## src/rtl/slbe_defines.svh

```systemverilog
// Register offsets, field positions, reset values and counts of the serial channel.
`ifndef SLBE_DEFINES_SVH
`define SLBE_DEFINES_SVH
`define SLBE_A_CTL 3'h0
`define SLBE_A_OPT 3'h1
`define SLBE_A_STR 3'h2
`define SLBE_A_RX 3'h3
`define SLBE_A_TX 3'h4
`define SLBE_A_BRG 3'h5
`define SLBE_C_PWR 7
`define SLBE_C_TXE 6
`define SLBE_C_RXE 5
`define SLBE_C_LSB 4
`define SLBE_C_PS1 3
`define SLBE_C_PS0 2
`define SLBE_C_CL 1
`define SLBE_C_SL 0
`define SLBE_O_SRF 7
`define SLBE_O_SRT 6
`define SLBE_O_STT 5
`define SLBE_O_TDL 0
`define SLBE_S_TSF 7
`define SLBE_S_PE 2
`define SLBE_S_FE 1
`define SLBE_S_OVE 0
`define SLBE_RST_CTL 8'h12
`define SLBE_RST_SBL 3'h5
`define SLBE_RST_BRG 8'h1f
`define SLBE_RST_DATA 8'hff
`define SLBE_BRK_BASE 5'h0d
`define SLBE_BRK_MIN 5'h0b
`endif

```

## src/rtl/slbe_pkg.sv

```systemverilog
// Types shared by the serial channel: state machines and the state record.
package slbe_pkg;
  typedef enum logic [2:0] {TX_IDLE, TX_START, TX_DATA, TX_PAR, TX_STOP, TX_BRK} slbe_tx_type;
  typedef enum logic [2:0] {RX_IDLE, RX_START, RX_DATA, RX_PAR, RX_STOP} slbe_rx_type;
  typedef struct packed {
    logic [7:0]  ctl;
    logic [2:0]  sbl;
    logic        tdl;
    logic [7:0]  brg;
    logic [7:0]  tdr;
    logic        tdr_full;
    logic        stt;
    logic        srf;
    logic        tsf;
    logic        pe;
    logic        fe;
    logic        ove;
    logic [7:0]  rdr;
    logic        rx_full;
    slbe_tx_type tx_st;
    logic [7:0]  tx_cnt;
    logic [4:0]  tx_bit;
    logic [7:0]  tx_sh;
    logic        tx_line;
    logic        tx_irq;
    slbe_rx_type rx_st;
    logic [7:0]  rx_cnt;
    logic [4:0]  rx_bit;
    logic [7:0]  rx_sh;
    logic        rx_par;
    logic        rx_irq;
    logic        clash;
    logic        sy1;
    logic        sy2;
    logic        out;
    logic [1:0]  irq_top;
    logic [7:0]  rdata;
  } slbe_state_type;
endpackage

```

## src/rtl/slbe_uart.sv

```systemverilog
// Serial channel with sync-break transmit and receive, registers on a plain port.
// How it works
// RQ1 - Two requests; receive outranks transmit.
// RQ2 - Receive request when character reaches buffer.
// RQ3 - Receive request also on reception error.
// RQ4 - No receive request while receiver disabled.
// RQ5 - Transmit request on each shift-register load.
// RQ6 - Full duplex; 7/8 bits, parity, 1/2 stops.
// RQ7 - Control register picks length, parity, stops, order.
// RQ8 - Option bit inverts serial output.
// RQ9 - Break trigger drives low 13 to 20 bits.
// RQ10 - Transmit request at start of break.
// RQ11 - Break end self-clears trigger, normal mode.
// RQ12 - Transmitter idles until data or trigger.
// RQ13 - Break-receive trigger enters break-receive wait.
// RQ14 - Break length counted in bit times.
// RQ15 - Break of 11+ bits: request, clear busy.
// RQ16 - Valid break: no flags, no buffer load.
// RQ17 - Break of 10 or fewer: silent, rewait.
// RQ18 - Software never triggers during break reception.
// RQ19 - Break sent during reception gives framing error.
// RQ20 - Power bit sets output to idle high.
// RQ21 - Data write starts frame; framing added.
// RQ22 - Software writes next data after transmit request.
// RQ23 - Break length code 101 means 13 bits.
// RQ24 - Both trigger bits read as zero.
// RQ25 - Error flags clear only by writing zero; here also cleared while receiver off.
// RQ26 - Break-receive trigger sets busy flag until valid break.
`include "slbe_defines.svh"
module slbe_uart import slbe_pkg::*; (
  // Clock and reset.
  input  wire logic       i_mclk,
  input  wire logic       i_rstn,
  // Register port.
  input  wire logic [2:0] i_addr,
  input  wire logic [7:0] i_wdata,
  input  wire logic       i_wr,
  input  wire logic       i_rd,
  output logic      [7:0] o_rdata,
  // Serial pins.
  input  wire logic       i_serial_in_pin,
  output logic            o_serial_out_pin,
  // Interrupt requests.
  output logic            o_rx_complete_irq,
  output logic            o_tx_enable_irq,
  output logic      [1:0] o_irq_top
);

  slbe_state_type s_r;    // All registered state.
  slbe_state_type s_nxt;  // Its next value.
  logic       tx_on;      // Transmitter powered and enabled.
  logic       rx_on;      // Receiver powered and enabled.
  logic       lsb;        // Least significant bit first.
  logic [7:0] dmask;      // Data bits that belong to a character.
  logic [4:0] last_bit;   // Index of the final data bit.
  logic [4:0] brk_len;    // Break width in bit times.
  logic       tx_end;     // Transmit bit time complete.
  logic       rx_end;     // Receive bit time complete.
  logic       rx_half;    // Receive mid-start sample point.
  logic       rx_lvl;     // Synchronised receive level.
  logic [2:0] rx_idx;     // Buffer slot for the current bit.
  logic       rx_stop;    // Stop bit sampled this cycle.

  // Decoded configuration, all from registers.
  always_comb begin
    tx_on    = s_r.ctl[`SLBE_C_PWR] & s_r.ctl[`SLBE_C_TXE];
    rx_on    = s_r.ctl[`SLBE_C_PWR] & s_r.ctl[`SLBE_C_RXE];
    lsb      = s_r.ctl[`SLBE_C_LSB];
    // A 7-bit character sits low when LSB first, high when MSB first.
    dmask    = s_r.ctl[`SLBE_C_CL] ? 8'hff : (lsb ? 8'h7f : 8'hfe); // RQ6
    last_bit = s_r.ctl[`SLBE_C_CL] ? 5'h07 : 5'h06; // RQ7
    // Code 101 maps to 13, wrapping round to 100 for 20.
    brk_len  = `SLBE_BRK_BASE + {2'h0, 3'(s_r.sbl + 3'h3)}; // RQ23
    tx_end   = (s_r.tx_cnt == s_r.brg);
    rx_end   = (s_r.rx_cnt == s_r.brg);
    rx_half  = (s_r.rx_cnt == {1'b0, s_r.brg[7:1]});
    rx_lvl   = s_r.sy2;
    rx_idx   = lsb ? s_r.rx_bit[2:0] : 3'(3'h7 - s_r.rx_bit[2:0]);
    rx_stop  = (s_r.rx_st == RX_STOP) && rx_end;
  end

  // Bit to send at a given data position, honouring bit order.
  function automatic logic pick(input logic [7:0] d, input logic [4:0] i, input logic l);
    return l ? d[i[2:0]] : d[3'(3'h7 - i[2:0])]; // RQ7
  endfunction

  // Next-state logic for registers, transmitter and receiver.
  always_comb begin
    s_nxt = s_r;
    s_nxt.tx_irq = 1'b0;
    s_nxt.rx_irq = 1'b0;
    s_nxt.rdata  = 8'h00;
    // Two-stage synchroniser; the first stage feeds only the second.
    s_nxt.sy1 = i_serial_in_pin;
    s_nxt.sy2 = s_r.sy1;

    // Register writes come first so hardware sets below win.
    if (i_wr) begin
      case (i_addr)
        `SLBE_A_CTL: s_nxt.ctl = i_wdata; // RQ7
        `SLBE_A_OPT: begin
          s_nxt.sbl = i_wdata[4:2];
          s_nxt.tdl = i_wdata[`SLBE_O_TDL];
          // Triggers are ignored during break reception.
          if (i_wdata[`SLBE_O_SRT] && rx_on && !s_r.srf) begin
            s_nxt.srf = 1'b1; // RQ13 RQ26 RQ18
          end
          if (i_wdata[`SLBE_O_STT] && tx_on && !s_r.srf) begin
            s_nxt.stt = 1'b1; // RQ9 RQ18
          end
        end
        `SLBE_A_STR: begin
          // A one keeps the flag; only a zero clears it.
          s_nxt.pe  = s_r.pe & i_wdata[`SLBE_S_PE]; // RQ25
          s_nxt.fe  = s_r.fe & i_wdata[`SLBE_S_FE]; // RQ25
          s_nxt.ove = s_r.ove & i_wdata[`SLBE_S_OVE]; // RQ25
        end
        `SLBE_A_TX: begin
          s_nxt.tdr = i_wdata;
          // Data is only queued while the transmitter may run.
          if (tx_on) begin
            s_nxt.tdr_full = 1'b1; // RQ21
            s_nxt.tsf      = 1'b1;
          end
        end
        `SLBE_A_BRG: s_nxt.brg = i_wdata;
        default: ;
      endcase
    end

    // Reads answer in the next cycle; unmapped reads return zero.
    if (i_rd) begin
      case (i_addr)
        `SLBE_A_CTL: s_nxt.rdata = s_r.ctl;
        // Trigger bits always read back as zero.
        `SLBE_A_OPT: s_nxt.rdata = {s_r.srf, 2'h0, s_r.sbl, 1'b0, s_r.tdl}; // RQ24
        `SLBE_A_STR: s_nxt.rdata = {s_r.tsf, 4'h0, s_r.pe, s_r.fe, s_r.ove};
        `SLBE_A_RX: begin
          s_nxt.rdata   = s_r.rdr;
          s_nxt.rx_full = 1'b0;
        end
        `SLBE_A_TX: s_nxt.rdata = s_r.tdr;
        `SLBE_A_BRG: s_nxt.rdata = s_r.brg;
        default: s_nxt.rdata = 8'h00;
      endcase
    end

    // Transmitter; held idle and high while off.
    if (!tx_on) begin
      s_nxt.tx_st    = TX_IDLE;
      s_nxt.tx_line  = 1'b1; // RQ20
      s_nxt.tdr_full = 1'b0;
      s_nxt.tsf      = 1'b0;
      s_nxt.stt      = 1'b0;
      s_nxt.tx_cnt   = 8'h00;
    end else begin
      s_nxt.tx_cnt = tx_end ? 8'h00 : 8'(s_r.tx_cnt + 8'h01);
      case (s_r.tx_st)
        TX_IDLE: begin
          s_nxt.tx_line = 1'b1;
          s_nxt.tx_cnt  = 8'h00;
          s_nxt.tx_bit  = 5'h00;
          // A pending break goes before queued data.
          if (s_r.stt) begin
            s_nxt.tx_st   = TX_BRK;
            s_nxt.tx_line = 1'b0;
            s_nxt.tx_irq  = 1'b1; // RQ10
            // A break on a busy line spoils the character in flight.
            if (s_r.rx_st != RX_IDLE && !s_r.srf) begin
              s_nxt.clash = 1'b1; // RQ19
            end
          end else if (s_r.tdr_full) begin
            s_nxt.tx_st    = TX_START;
            s_nxt.tx_sh    = s_r.tdr;
            // A data write landing in this very cycle stays queued behind the load.
            s_nxt.tdr_full = i_wr && (i_addr == `SLBE_A_TX); // RQ21
            s_nxt.tx_line  = 1'b0; // RQ21
            s_nxt.tx_irq   = 1'b1; // RQ5
          end else begin
            // Nothing queued: stay idle.
            s_nxt.tsf = s_r.tdr_full | (i_wr && i_addr == `SLBE_A_TX); // RQ12
          end
        end
        TX_START: begin
          if (tx_end) begin
            s_nxt.tx_st   = TX_DATA;
            s_nxt.tx_line = pick(s_r.tx_sh, 5'h00, lsb);
          end
        end
        TX_DATA: begin
          if (tx_end) begin
            if (s_r.tx_bit == last_bit) begin
              s_nxt.tx_bit = 5'h00;
              if (s_r.ctl[`SLBE_C_PS1] | s_r.ctl[`SLBE_C_PS0]) begin
                s_nxt.tx_st = TX_PAR;
                // Odd 10, even 11, zero 01.
                s_nxt.tx_line = s_r.ctl[`SLBE_C_PS1] &
                  (^(s_r.tx_sh & dmask) ^ ~s_r.ctl[`SLBE_C_PS0]); // RQ6
              end else begin
                s_nxt.tx_st   = TX_STOP;
                s_nxt.tx_line = 1'b1;
              end
            end else begin
              s_nxt.tx_bit  = 5'(s_r.tx_bit + 5'h01);
              s_nxt.tx_line = pick(s_r.tx_sh, 5'(s_r.tx_bit + 5'h01), lsb);
            end
          end
        end
        TX_PAR: begin
          if (tx_end) begin
            s_nxt.tx_st   = TX_STOP;
            s_nxt.tx_line = 1'b1;
          end
        end
        TX_STOP: begin
          if (tx_end) begin
            // A second stop bit only when selected.
            if (s_r.ctl[`SLBE_C_SL] && s_r.tx_bit == 5'h00) begin
              s_nxt.tx_bit = 5'h01; // RQ6
            end else begin
              s_nxt.tx_st = TX_IDLE; // RQ12
            end
          end
        end
        TX_BRK: begin
          s_nxt.tx_line = 1'b0; // RQ9
          if (tx_end) begin
            s_nxt.tx_bit = 5'(s_r.tx_bit + 5'h01);
            if (s_r.tx_bit == 5'(brk_len - 5'h01)) begin
              s_nxt.stt     = 1'b0; // RQ11
              s_nxt.tx_st   = TX_IDLE;
              s_nxt.tx_line = 1'b1;
            end
          end
        end
        default: s_nxt.tx_st = TX_IDLE;
      endcase
    end

    // Receiver; flags reset while off, buffer data only with power off.
    if (!rx_on) begin
      s_nxt.rx_st   = RX_IDLE;
      s_nxt.pe      = 1'b0;
      s_nxt.fe      = 1'b0;
      s_nxt.ove     = 1'b0;
      s_nxt.rx_full = 1'b0;
      s_nxt.srf     = 1'b0;
      s_nxt.clash   = 1'b0;
      s_nxt.rx_cnt  = 8'h00;
      if (!s_r.ctl[`SLBE_C_PWR]) begin
        s_nxt.rdr = `SLBE_RST_DATA;
      end
    end else begin
      s_nxt.rx_cnt = 8'(s_r.rx_cnt + 8'h01);
      case (s_r.rx_st)
        RX_IDLE: begin
          // Wait for a low line level, in break wait as in normal mode.
          s_nxt.rx_cnt = 8'h00;
          if (!rx_lvl) begin
            s_nxt.rx_st = RX_START; // RQ13
          end
        end
        RX_START: begin
          if (rx_half) begin
            s_nxt.rx_cnt = 8'h00;
            s_nxt.rx_bit = 5'h00;
            // A high level at mid start was a glitch.
            s_nxt.rx_st  = rx_lvl ? RX_IDLE : RX_DATA;
            // The shift register starts from all ones.
            s_nxt.rx_sh  = `SLBE_RST_DATA; // RQ16
          end
        end
        RX_DATA: begin
          if (rx_end) begin
            s_nxt.rx_cnt = 8'h00;
            if (s_r.srf) begin
              // Break mode: count low bit times, saturating.
              if (!rx_lvl) begin
                if (s_r.rx_bit != 5'h1f) begin
                  s_nxt.rx_bit = 5'(s_r.rx_bit + 5'h01); // RQ14
                end
              end else begin
                s_nxt.rx_st = RX_IDLE; // RQ17
                // The start bit counts toward the width; comparing the count itself
                // keeps a saturated long break from wrapping round to a short one.
                if (s_r.rx_bit >= 5'(`SLBE_BRK_MIN - 5'h01)) begin
                  s_nxt.srf    = 1'b0; // RQ15
                  s_nxt.rx_irq = 1'b1; // RQ15 RQ16
                end
                // Short break: no request, busy stays set.
              end
            end else begin
              s_nxt.rx_sh[rx_idx] = rx_lvl;
              if (s_r.rx_bit == last_bit) begin
                s_nxt.rx_st = (s_r.ctl[`SLBE_C_PS1] | s_r.ctl[`SLBE_C_PS0]) ?
                              RX_PAR : RX_STOP;
              end else begin
                s_nxt.rx_bit = 5'(s_r.rx_bit + 5'h01);
              end
            end
          end
        end
        RX_PAR: begin
          if (rx_end) begin
            s_nxt.rx_cnt = 8'h00;
            s_nxt.rx_par = rx_lvl;
            s_nxt.rx_st  = RX_STOP;
          end
        end
        RX_STOP: begin
          // Only the first stop bit is checked.
          if (rx_end) begin
            s_nxt.rx_st  = RX_IDLE;
            s_nxt.rx_irq = 1'b1; // RQ2 RQ3
            s_nxt.clash  = 1'b0;
            if (!rx_lvl || s_r.clash) begin
              s_nxt.fe = 1'b1; // RQ19
            end
            if (s_r.ctl[`SLBE_C_PS1] &
                (^(s_r.rx_sh & dmask) ^ s_r.rx_par ^ ~s_r.ctl[`SLBE_C_PS0])) begin
              s_nxt.pe = 1'b1;
            end
            // An unread buffer keeps its data; the new one is lost.
            if (s_nxt.rx_full) begin
              s_nxt.ove = 1'b1;
            end else begin
              s_nxt.rdr     = s_r.rx_sh & dmask; // RQ2
              s_nxt.rx_full = 1'b1;
            end
          end
        end
        default: s_nxt.rx_st = RX_IDLE;
      endcase
    end

    // Receiver request never leaves while reception is off.
    s_nxt.rx_irq  = s_nxt.rx_irq & s_nxt.ctl[`SLBE_C_PWR] & s_nxt.ctl[`SLBE_C_RXE]; // RQ4
    // Receive outranks transmit when both arrive together.
    s_nxt.irq_top = s_nxt.rx_irq ? 2'h1 : (s_nxt.tx_irq ? 2'h2 : 2'h0); // RQ1
    s_nxt.out     = s_nxt.tx_line ^ s_nxt.tdl; // RQ8

    // Synchronous reset to constants.
    if (!i_rstn) begin
      s_nxt         = '0;
      s_nxt.ctl     = `SLBE_RST_CTL;
      s_nxt.sbl     = `SLBE_RST_SBL; // RQ23
      s_nxt.brg     = `SLBE_RST_BRG;
      s_nxt.tdr     = `SLBE_RST_DATA;
      s_nxt.rdr     = `SLBE_RST_DATA;
      s_nxt.rx_sh   = `SLBE_RST_DATA;
      s_nxt.tx_line = 1'b1;
      s_nxt.out     = 1'b1;
      s_nxt.sy1     = 1'b1;
      s_nxt.sy2     = 1'b1;
    end
  end

  // State register.
  always_ff @(posedge i_mclk) begin
    s_r <= s_nxt;
  end

  assign o_rdata           = s_r.rdata;
  assign o_serial_out_pin  = s_r.out;
  assign o_rx_complete_irq = s_r.rx_irq;
  assign o_tx_enable_irq   = s_r.tx_irq;
  assign o_irq_top         = s_r.irq_top;
endmodule

```

## config.mk

```make
export PLATFORM = sky130hd
export DESIGN_NAME = slbe_uart
export DESIGN_NICKNAME = d
export VERILOG_FILES = /design/src/rtl/slbe_pkg.sv /design/src/rtl/slbe_uart.sv
export VERILOG_INCLUDE_DIRS = /design/src /design/src/rtl
export SDC_FILE = /design/constraint.sdc
export NUM_CORES = 1
export LEC_CHECK = 0
export BUFFER_PORTS_ARGS = -buffer_cell sky130_fd_sc_hd__buf_4
export CORE_MARGIN = 3
export CORE_UTILIZATION = 56
export CTS_CLUSTER_DIAMETER = 50
export DETAILED_ROUTE_END_ITERATION = 10
export HOLD_SLACK_MARGIN = 0.1
export PLACE_DENSITY = 0.77
export REMOVE_ABC_BUFFERS = 1
export SYNTH_ARGS = -nofsm -noshare
export SYNTH_HDL_FRONTEND = slang
export SYNTH_SLANG_ARGS = --single-unit
```

## constraint.sdc

```tcl
create_clock -name i_mclk -period 2.8 [get_ports i_mclk]
set_input_delay 0.28 -clock i_mclk [delete_from_list [all_inputs] [get_ports i_mclk]]
set_output_delay 0.28 -clock i_mclk [all_outputs]
set_load 0.05 [all_outputs]
```

==> impl_metrics.py <==
metrics = {
    "status": {
        "status": "finished, final reports clean",
    },
    "sta": {
        "tightest_slew_ns": 0.925,
        "skew_ns": 0.0107,
        "finalCritPeriodShare_pct": 95.3,
        "finalHoldViolations": 0,
        "setup_ws_ns": 0.132,
        "fmax_mhz": 375,
        "drv_slew": 0,
        "setup_viol": 0,
        "fin_crit_ns": 2.67,
        "slew_headroom_pct": 37.8,
        "rsz0062_at_grt": "no",
    },
    "cells_and_area": {
        "n_fill_cell": 899,
        "nNetsFinal": 749,
        "area_growth_pct": 8.16,
        "diodes": 0,
        "final_cells": 867,
        "layout-drive-gt1-share_pct": 12.7,
    },
    "clock_network": {
        "cts_tree": "built",
        "ctsResizeCount": 0,
        "cts_root_buf": "clkbuf_8",
        "clk_latency_ns": 0.38,
        "cts_sinks": 109,
        "cts_buffers": 9,
        "ctsHtreeMaxLevel": 3,
        "clockBufferDepth": 2,
        "clkTransAtPathRegs_ns": 0.11,
    },
    "worst_setup_path": {
        "reg2reg_from": "s_r[50]",
        "crit_path_start_kind": "flip-flop",
        "cp-end-kind": "flip-flop",
        "cp_data_arrival_time_ns": 2.95,
        "r2r_slack_ns": 0.13,
        "r2r_cells": 8,
        "rr_endpoint": "s_r[41]",
        "criticalPathCategory": "flip-flop to flip-flop",
        "required_ns": 3.08,
        "path_max_fanout": 2,
    },
    "worst_hold_path": {
        "min_path_type": "input pin to flip-flop",
        "min_to": "s_r[86]",
        "hold_start": "i_wdata[4]",
        "min_delay_path_depth": 3,
    },
    "yosys": {
        "synth_top_family_by_area": "simple AND/OR/NAND/NOR gates",
        "synth_area_leaders": "dfxtp_1 36%, nand2_1 5.0%, xor2_1 4.6%",
        "ys_types": 73,
        "yosysTopAreaCell": "dfxtp_1",
        "synthAdderAreaFrac_pct": 1.44,
        "synthFlopType": "dfxtp_1",
        "synth.ff_latch_count": 109,
        "yosys.area_share.xor_xnor_pct": 8.25,
        "synth_edf_count": 0,
        "synth_compound_area_share_pct": 18.2,
        "ys_seq_area_share_pct": 36.0,
        "synth_area_um2": 6070,
        "yosys.area_share.simple_pct": 23.4,
        "syn_inst": 722,
        "synth_top_area_share_pct": 36.0,
        "synth_area_per_cell_um2": 8.41,
        "synth_warnings": 0,
        "synthMuxAreaShare_pct": 7.52,
        "async_flop_share_pct": 0,
    },
    "routing": {
        "drcViolationCount": 0,
        "routed_wl_um": 15700,
        "wl_per_cell_um": 18.1,
        "drtIter0Drc": 513,
        "viasPerCell": 6.23,
        "postRouteAntennaNets": 0,
        "drt_first_pass_iters": 5,
        "vias": 5404,
    },
    "floorplanning": {
        "pin_count": 29,
        "die_y_um": 110,
        "num_rows": 37,
        "die-width_um": 110,
        "dieArea_um2": 12100,
        "fp.coreArea_um2": 10400,
        "start_util_pct": 58.3,
    },
    "placement": {
        "dpl.cell_count": 850,
        "port_buffers": 28,
        "dp_slack_ns": 0.165,
        "dp_hpwl_um": 11500,
        "place.gp.congestion": 0.945,
    },
    "power_and_ir_drop": {
        "irDropWorstVdd_uv": 343,
        "p_leak_nw": 2.41,
        "power.total_mw": 2.72,
        "p_per_area_nw_per_um2": 414,
    },
    "global_routing": {
        "antenna_found_initial": 0,
        "gr-total-overflow": 0,
        "grt_usage_pct": 26.5,
        "grt_pass1_vias": 5029,
        "grt_pass1_wl_um": 25300,
        "grt_max_degree": 42,
    },
    "job": {
        "cap_violations": 0,
    },
}
## where the power goes
part / switching (mW) / internal (mW)
registers: 0.0213 / 1.57
logic: 0.116 / 0.0758
clock network: 0.573 / 0.364
## repair_timing
item	in CTS	in global routing
hold buffers	1	0
endpoints found under the setup margin	0	0
buffers inserted	0	0
hold endpoints to repair	1	0
## Yosys cell counts, types with 8 or more instances
cell and count:
inv_1 14, nor2_1 65, a21oi_1 26, a22oi_1 14, mux2_2 9, nor3_1 9, dfxtp_1 109, a21boi_0 17
mux2i_1 22, xnor2_1 20, xor2_1 32, nand3_1 39, nand2_1 81, and3_1 8, nor2b_1 21, o21ai_0 31
nand4_1 8, buf_4 10, clkbuf_1 43
## registers in the layout, summed over array words and instances, names as in the netlist
signal,count
o_tx_enable_irq,1
s_r,95
rx_lvl,1
o_irq_top,1
o_serial_out_pin,1
o_rdata,8
lsb,1
o_rx_complete_irq,1
## critical path: stages, from the launching register on
cell and delay (ns):
dfxtp_1 0.36, inv_1 0.06, ha_1 0.33, mux4_2 0.51, mux4_2 0.47, nand2_1 0.12, inv_1 0.05, a311o_1 0.34
a221o_1 0.34
## stage by stage
step / setup TNS (ns) / hold WS (ns) / utilization, % / cell area (um2)
after floorplan: -0.0847 / 0.342 / - / 5800
after global placement: 0 / 0.393 / 61.1 / 6360
after detailed placement: 0 / 0.404 / 61.1 / 6360
after CTS: 0 / 0.148 / 63.0 / 6570
after global routing: 0 / 0.154 / 63.0 / 6570
final: 0 / 0.160 / 63.0 / 6570
## layout make-up
cell class / instances / area [um2] / area share [%]
clock buffer: 10 / 138 / 2.10
inverter: 14 / 52.6 / 0.800
timing repair buffer: 53 / 400 / 6.10
sequential: 109 / 2180 / 33.2
clock inverter: 6 / 55.1 / 0.839
multi-input combinational: 539 / 3570 / 54.3
tap: 136 / 170 / 2.59
## cells by family (layout without fill, tap and decap cells)
family                     Yosys count  count (layout)
muxes                               37              37
DFF                                109             109
AOI/OAI and AO/OA                  157             157
xor gates and xnor gates            54              54
adders and majority gates            7               7
and+or+nand+nor                    284             284
buffers and inverters               74              83
## layer usage
| metal | routed length, um | up-vias | global-route usage [%] |
|---|---|---|---|
| met5 | 0 | - | 0 |
| met4 | 381 | 0 | 8.71 |
| met3 | 1160 | 29 | 4.89 |
| met2 | 7590 | 217 | 43.3 |
| met1 | 6540 | 2587 | 35.5 |
| li1 | - | 2571 | - |
## worst max-delay path by stage
stage	from	endpoint	slack, ns	depth (start not counted)
after floorplan	s_r[50]	s_r[41]	-0.08	8
after global placement	s_r[50]	s_r[41]	0.24	8
after detailed placement	s_r[50]	s_r[41]	0.16	8
after CTS	s_r[50]	s_r[41]	0.14	8
after global routing	s_r[50]	o_serial_out_pin	0.08	8
final	s_r[50]	s_r[41]	0.13	8
## layout by cell type (no fill, tap or decap), drive strengths merged, types with 8 or more instances in the layout
cell    instances
inv            16
nor2b          21
a22oi          14
and3            8
mux2            9
o21ai          35
xnor2          20
dfxtp         109
mux2i          22
nand4           8
nor3           10
buf            52
xor2           32
nand2          82
a21boi         18
nor4            9
clkbuf         10
nand3          39
nor2           65
a21oi          26
No activity file was read; power rests on OpenSTA's default activity.
